==> src/arb_pkg.sv <==
// Shared types and constants for the three-wire bus arbiter
package arb_pkg;

  // Synchronizer depth for pins from outside the clock domain
  localparam int unsigned SYNC_STAGES = 2;

  // Negated level of the active-low pins, used as their reset value
  localparam logic PIN_NEGATED = 1'h1;

  // Bus output drive after reset: processor owns the bus
  localparam logic DRIVE_RESET = 1'h1;

  // Arbiter states: owner, grant, grant hold, release, external master
  typedef enum logic [2:0] {
    OWNER_ST,
    GRANT_ST,
    GRANT_HOLD_ST,
    RELEASE_ST,
    EXT_MASTER_ST
  } arb_state_e;

  // Status from the processor's own bus controller, same clock
  typedef struct packed {
    logic cycle_decided;  // Core has decided to run a bus cycle
    logic cycle_started;  // That cycle has begun on the bus
    logic strobe_active;  // Own address strobe asserted
    logic lock_active;    // Own bus-lock (read-modify-write) asserted
    logic halted;         // Halt or double-fault stop, for visibility only
  } core_s;

endpackage

==> src/three_wire_bus_arbiter.sv <==
// Processor-side arbiter for the request / grant / acknowledge bus protocol
// How it works
// - Request and acknowledge pins pass two flip-flops before the arbiter reads them.
// - Grant is raised at once after a synchronized request unless blocked.
// - A decided but unstarted bus cycle delays the grant until it starts.
// - While the bus lock is active, request is ignored and grant stays negated.
// - The bus is given up only after any started cycle completes.
// - Request withdrawn without acknowledge still goes through release and external state before the processor owns the bus again.
// - Idle state negates grant and float, stays while request and acknowledge negated.
// - Request enters grant state, next clock moves to grant hold state.
// - Hold waits for acknowledge or request drop, then enters release state.
// - Release leads to external state, which returns idle when acknowledge negates.
// - States change on rising edges; grant pin changes on the falling edge.
// - With float true, outputs float after strobe and lock are both negated.
// - Outputs are driven again right after ownership returns to the processor.
// - A pending request after acknowledge regrants without any own bus cycle.
// - Arbitration works during run, reset, halt and double-fault stop.
`timescale 1ns/10ps

module three_wire_bus_arbiter
  import arb_pkg::*;
(
  // Clock and reset
  input  wire logic         clock,
  input  wire logic         nrst,
  // Arbitration pins
  input  wire logic         bus_request_n,
  input  wire logic         grant_acknowledge_n,
  output logic              bus_grant_n,
  // Processor bus controller side
  input  wire arb_pkg::core_s core_in,
  output logic              bus_float,
  output logic              bus_drive,
  output logic              grant_blocked
);
  import arb_pkg::*;

  logic [SYNC_STAGES-1:0] req_sync_r;
  logic [SYNC_STAGES-1:0] ack_sync_r;
  arb_state_e             state_r;
  arb_state_e             state_nxt;
  logic                   grant_r;
  logic                   drive_r;
  logic                   drive_nxt;

  // Synchronized, active-high versions of the pins
  wire req_w        = ~req_sync_r[SYNC_STAGES-1];
  wire ack_w        = ~ack_sync_r[SYNC_STAGES-1];
  // Lock or a committed but unstarted cycle keeps the grant back
  wire pend_cycle_w = core_in.cycle_decided & ~core_in.cycle_started;
  wire block_w      = core_in.lock_active | pend_cycle_w;
  wire start_w      = req_w & ~block_w;
  // Grant and float decoded from the state
  wire grant_st_w   = (state_r == GRANT_ST) | (state_r == GRANT_HOLD_ST);
  wire float_st_w   = (state_r != OWNER_ST);
  // Own bus is idle once strobe and lock are gone
  wire bus_quiet_w  = ~core_in.strobe_active & ~core_in.lock_active;

  assign grant_blocked = req_w & block_w;
  assign bus_float     = float_st_w;
  assign bus_grant_n   = ~grant_r;
  assign bus_drive     = drive_r;

  // Pins are asynchronous to the clock
  always_ff @(posedge clock or negedge nrst)
  begin
    if (!nrst)
    begin
      req_sync_r <= {SYNC_STAGES{PIN_NEGATED}};
      ack_sync_r <= {SYNC_STAGES{PIN_NEGATED}};
    end
    else
    begin
      req_sync_r <= {req_sync_r[SYNC_STAGES-2:0], bus_request_n};
      ack_sync_r <= {ack_sync_r[SYNC_STAGES-2:0], grant_acknowledge_n};
    end
  end

  // Halt (core_in.halted) is not decoded and the processor reset pin is not an input here, so arbitration
  // carries on through them
  always_comb
  begin
    state_nxt = state_r;
    unique case (state_r)
      OWNER_ST:
        if (start_w)
          state_nxt = GRANT_ST;
      GRANT_ST:
        state_nxt = GRANT_HOLD_ST;
      GRANT_HOLD_ST:
        if (ack_w || !req_w)
          state_nxt = RELEASE_ST;
      RELEASE_ST:
        state_nxt = EXT_MASTER_ST;
      EXT_MASTER_ST:
        if (!ack_w)
          state_nxt = OWNER_ST;
        else if (req_w)
          state_nxt = GRANT_ST;
      default:
        state_nxt = OWNER_ST;
    endcase
  end

  // Drive held until the own cycle and any lock have ended
  always_comb
  begin
    drive_nxt = drive_r;
    if (state_nxt == OWNER_ST)
      drive_nxt = 1'h1;
    else if (float_st_w && bus_quiet_w)
      drive_nxt = 1'h0;
  end

  always_ff @(posedge clock or negedge nrst)
  begin
    if (!nrst)
    begin
      state_r <= OWNER_ST;
      drive_r <= DRIVE_RESET;
    end
    else
    begin
      state_r <= state_nxt;
      drive_r <= drive_nxt;
    end
  end

  // Grant pin moves half a clock after the state, giving setup margin
  always_ff @(negedge clock or negedge nrst)
  begin
    if (!nrst)
      grant_r <= 1'h0;
    else
      grant_r <= grant_st_w;
  end

  // Checks
  property p_sync;
    @(posedge clock) disable iff (!nrst)
    req_sync_r[SYNC_STAGES-1] == $past(bus_request_n, 2);
  endproperty
  a_sync: assert property (p_sync) else $error("request sync depth wrong");

  property p_grant_start;
    @(posedge clock) disable iff (!nrst)
    (state_r == OWNER_ST && req_w && !block_w) |=> (state_r == GRANT_ST);
  endproperty
  a_grant_start: assert property (p_grant_start) else $error("grant not started");

  property p_defer;
    @(posedge clock) disable iff (!nrst)
    (state_r == OWNER_ST && pend_cycle_w) |=> (state_r == OWNER_ST) && bus_grant_n;
  endproperty
  a_defer: assert property (p_defer) else $error("grant before cycle start");

  property p_lock;
    @(posedge clock) disable iff (!nrst)
    (state_r == OWNER_ST && core_in.lock_active) |=> !float_st_w && bus_grant_n;
  endproperty
  a_lock: assert property (p_lock) else $error("grant during lock");

  property p_hold;
    @(posedge clock) disable iff (!nrst)
    (state_r == GRANT_ST) |=> (state_r == GRANT_HOLD_ST) && bus_float;
  endproperty
  a_hold: assert property (p_hold) else $error("grant hold missed");

  property p_release;
    @(posedge clock) disable iff (!nrst)
    (state_r == GRANT_HOLD_ST && (ack_w || !req_w))
      |=> (state_r == RELEASE_ST) ##1 (state_r == EXT_MASTER_ST);
  endproperty
  a_release: assert property (p_release) else $error("release sequence broken");

  property p_return;
    @(posedge clock) disable iff (!nrst)
    (state_r == EXT_MASTER_ST && !ack_w) |=> !bus_float && bus_drive;
  endproperty
  a_return: assert property (p_return) else $error("ownership not returned");

  property p_pin;
    @(posedge clock) disable iff (!nrst)
    grant_st_w == !bus_grant_n;
  endproperty
  a_pin: assert property (p_pin) else $error("grant pin out of step");

  property p_float;
    @(posedge clock) disable iff (!nrst)
    (bus_float && !core_in.strobe_active && !core_in.lock_active && state_nxt != OWNER_ST)
      |=> !bus_drive;
  endproperty
  a_float: assert property (p_float) else $error("outputs not floated");

  property p_keep_drive;
    @(posedge clock) disable iff (!nrst)
    (bus_drive && (core_in.strobe_active || core_in.lock_active)) |=> bus_drive;
  endproperty
  a_keep_drive: assert property (p_keep_drive) else $error("bus dropped mid cycle");

  property p_regrant;
    @(posedge clock) disable iff (!nrst)
    (state_r == EXT_MASTER_ST && ack_w && req_w) |=> (state_r == GRANT_ST) && !bus_drive;
  endproperty
  a_regrant: assert property (p_regrant) else $error("no regrant");

endmodule

==> config.mk <==
export PLATFORM = sky130hd
export DESIGN_NAME = three_wire_bus_arbiter
export DESIGN_NICKNAME = d
export VERILOG_FILES = /design/src/arb_pkg.sv /design/src/three_wire_bus_arbiter.sv
export SDC_FILE = /design/constraint.sdc
export NUM_CORES = 1
export LEC_CHECK = 0
export BUFFER_PORTS_ARGS = -buffer_cell sky130_fd_sc_hd__buf_4
export CAP_MARGIN = 20
export CORE_AREA = 4 4 41 43
export CTS_BUF_LIST = sky130_fd_sc_hd__clkbuf_4
export DETAILED_ROUTE_END_ITERATION = 12
export DIE_AREA = 0 0 45 47
export GPL_TIMING_DRIVEN = 1
export PLACE_DENSITY_LB_ADDON = 0.3
export RECOVER_POWER = 25
export SETUP_SLACK_MARGIN = 0.4
export SKIP_CTS_REPAIR_TIMING = 1
export SYNTH_ARGS = -nofsm -noshare
export SYNTH_HDL_FRONTEND = slang
export SYNTH_SLANG_ARGS = --single-unit
==> constraint.sdc <==
create_clock -name clock -period 2.4 [get_ports clock]
set_input_delay 0.12 -clock clock [delete_from_list [all_inputs] [get_ports clock]]
set_output_delay 0.12 -clock clock [all_outputs]
set_load 0.02 [all_outputs]
==> metrics.md <==
| Metric | Value |
|---|---|
| Simple-gate share of the synthesized area | 0.1839 |
| Gr usage total | 0.07126 |
| Syn Inst Count | 34 |
| Tot Pwr | 625.1 µW |
| Setup Slack @ Placement | 0.3641 ns |
| CTS max path bufs | 2 |
| Synth area leader | dfstp_2 |
| Ratio of cells with drive above 1 in the final layout | 0.5094 |
| Syn nets | 43 |
| Adder-cell share of the synthesized area | 0 |
| DRC viols | 0 |
| Synth top area cells | dfstp_2, dfrtp_1, dfrtn_1, buf_6, nor2_1 |
| GP Congestion | 0.6765 |
| CP Class | reg -> out |
| Port Buffers | 11 |
| Library cells used by synthesis | 18 |
| First-pass GRT wire length | 986 µm |
| Starting Density | 0.2981 |
| Synth Area in Compound Gates | 0.1194 |
| Sequential-to-total area share from yosys stat | 0.5968 |
| Num ports | 13 |
| Most frequent cells in the layout | buf_4, nor2_1, dfstp_2 |
| Xor and xnor area share after synthesis | 0.02258 |
| Iteration-0 DRC Markers | 5 |
| Post-Syn Area | 387.9 µm² |
| Core area | 1301 µm² |
| Total grt overflow | 0 |
| Main combinational cell family by area after synthesis | simple AND/OR/NAND/NOR gates |
| DR WL/cell | 10.26 µm |
| Num CTS Buffers | 3 |
| Clock Tree Root | clkbuf_4 |
| TNS Setup | 0 ns |
| WL final | 698 µm |
| Power Dens Cells | 1123 nW/µm² |
| Worst-path clk slew | 0.06 ns |
| Crit. End Element | output port |
| Detail Placement HPWL | 506.3 µm |
| Initial antenna violation count | 0 |
| Antenna diodes | 0 |
| Die extent in x | 45 µm |
| Seq cells post-synth | 9 |
| CP required | 2.28 ns |
| Hold Vio Cnt, Final | 0 |
| Final Cell Area | 556.8 µm² |
| Worst Slack Setup Final | 0.2716 ns |
| Share of the synthesized area in the top cell type | 0.3387 |
| Leakage | 0.2573 nW |
| Layout Skew | 0.008340 ns |
| Vias in the first global route | 228 |
| Worst EP arrival | 2.01 ns |
| H-tree depth | 1 |
| Final setup viols | 0 |
| Worst Tran Pin Value | 0.4643 ns |
| Status | completed |
| Largest net degree at the start of global routing | 10 |
| Area delta synth->final | 43.55% |
| Max-Cap Viols | 0 |
| Routed vias | 300 |
| Syn. warnings | 0 |
| Worst setup SP type | flip-flop |
| Slew Viols, Final | 0 |
| Drt first pass iters | 4 |
| RSZ-0062 raised after global routing | yes |
| Mean area per synthesized cell | 11.41 µm² |
| Clock net sink count | 9 |
| Most common cell after layout, fill and taps aside | buf_4 |
| # rows | 13 |
| Routed vias/inst | 4.412 |
| # nets final | 63 |
| Peak supply drop | 0.3757 mV |
| Relative slew slack | 0.6905 |
| Placed inst area | 475.5 µm² |
| Crit path max fanout | 1 |
| Clock Latency Late Sink | 0.26 ns |
| Antenna viol nets, final | 0 |
| CTS tree | yes |
| Post-synthesis mux area share | 0 |
| Hold crit path type | in -> reg |
| Die Y | 47 µm |
| Die Footprint | 2115 µm² |
## worst max-delay path, stage by stage, from the launching register on
cell and delay (ns):
dfrtn_1 0.38, inv_1 0.04, buf_6 0.12
## final timing paths
path	slack (ns)	endpoint	start	cells after the start
setup / recovery	0.27	bus_grant_n	grant_r	2
hold / removal	0.21	bus_drive	core_in[2]	4
setup reg to reg	0.40	grant_r	state_r[1]	2
hold reg to reg	0.35	ack_sync_r[1]	ack_sync_r[0]	0
max in group asynchronous	0.66	grant_r	nrst	2
min in group asynchronous	0.32	state_r[0]	nrst	2
## cell usage after synthesis
cell	number
nor2_1	6
or3_4	1
o22ai_1	1
or2b_2	1
dfrtn_1	1
o41ai_1	1
o31a_1	1
dfstp_2	5
or3_1	1
dfrtp_1	3
nand2_1	1
inv_1	2
and3b_1	1
a21oi_1	3
a21boi_1	1
nand3_1	2
buf_6	2
xnor2_1	1
## stage by stage
stage            util  cells  hold WS (ns)
2_1_floorplan       -     34       -0.1756
3_3_place_gp   0.3654     58      -0.05137
3_5_place_dp   0.3654     58      -0.05174
4_1_cts        0.3865     62       -0.3368
5_1_grt        0.4279     68        0.2287
6_report       0.4279     68        0.2132
## cell families after synthesis
family | Yosys count
simple gates | 13
flops | 9
compound gates | 7
buf+inv | 4
xor+xnor | 1
## area by class of cell
class                      count  area [µm²]
clock buffer                   3       22.52
clock inverter                 1       5.005
fill                         140       744.5
inverter                       2       7.507
multi-input combinational     21       133.9
sequential                     9       234.0
tap                           15       18.77
timing repair buffer          17       135.1
## layer usage
layer	vias to the layer above	wire length [µm]	GRT usage
met2	10	355	0.08757
met5	-	0	0
met1	137	287	0.08747
li1	153	-	-
met4	0	0	0.01754
met3	0	55	0.06897
## state kept, by name, indices dropped and copies added (netlist names)
register    count
state_r         3
bus_drive       1
req_sync_r      2
grant_r         1
ack_sync_r      2
## power by group
part / internal [mW] / leakage (nW) / switching [mW]
clock: 0.0614 / 0.0177 / 0.0525
combinational: 0.146 / 0.139 / 0.118
sequential: 0.205 / 0.101 / 0.0418
total: 0.412 / 0.257 / 0.213
No activity file was read; power rests on OpenSTA's default activity.
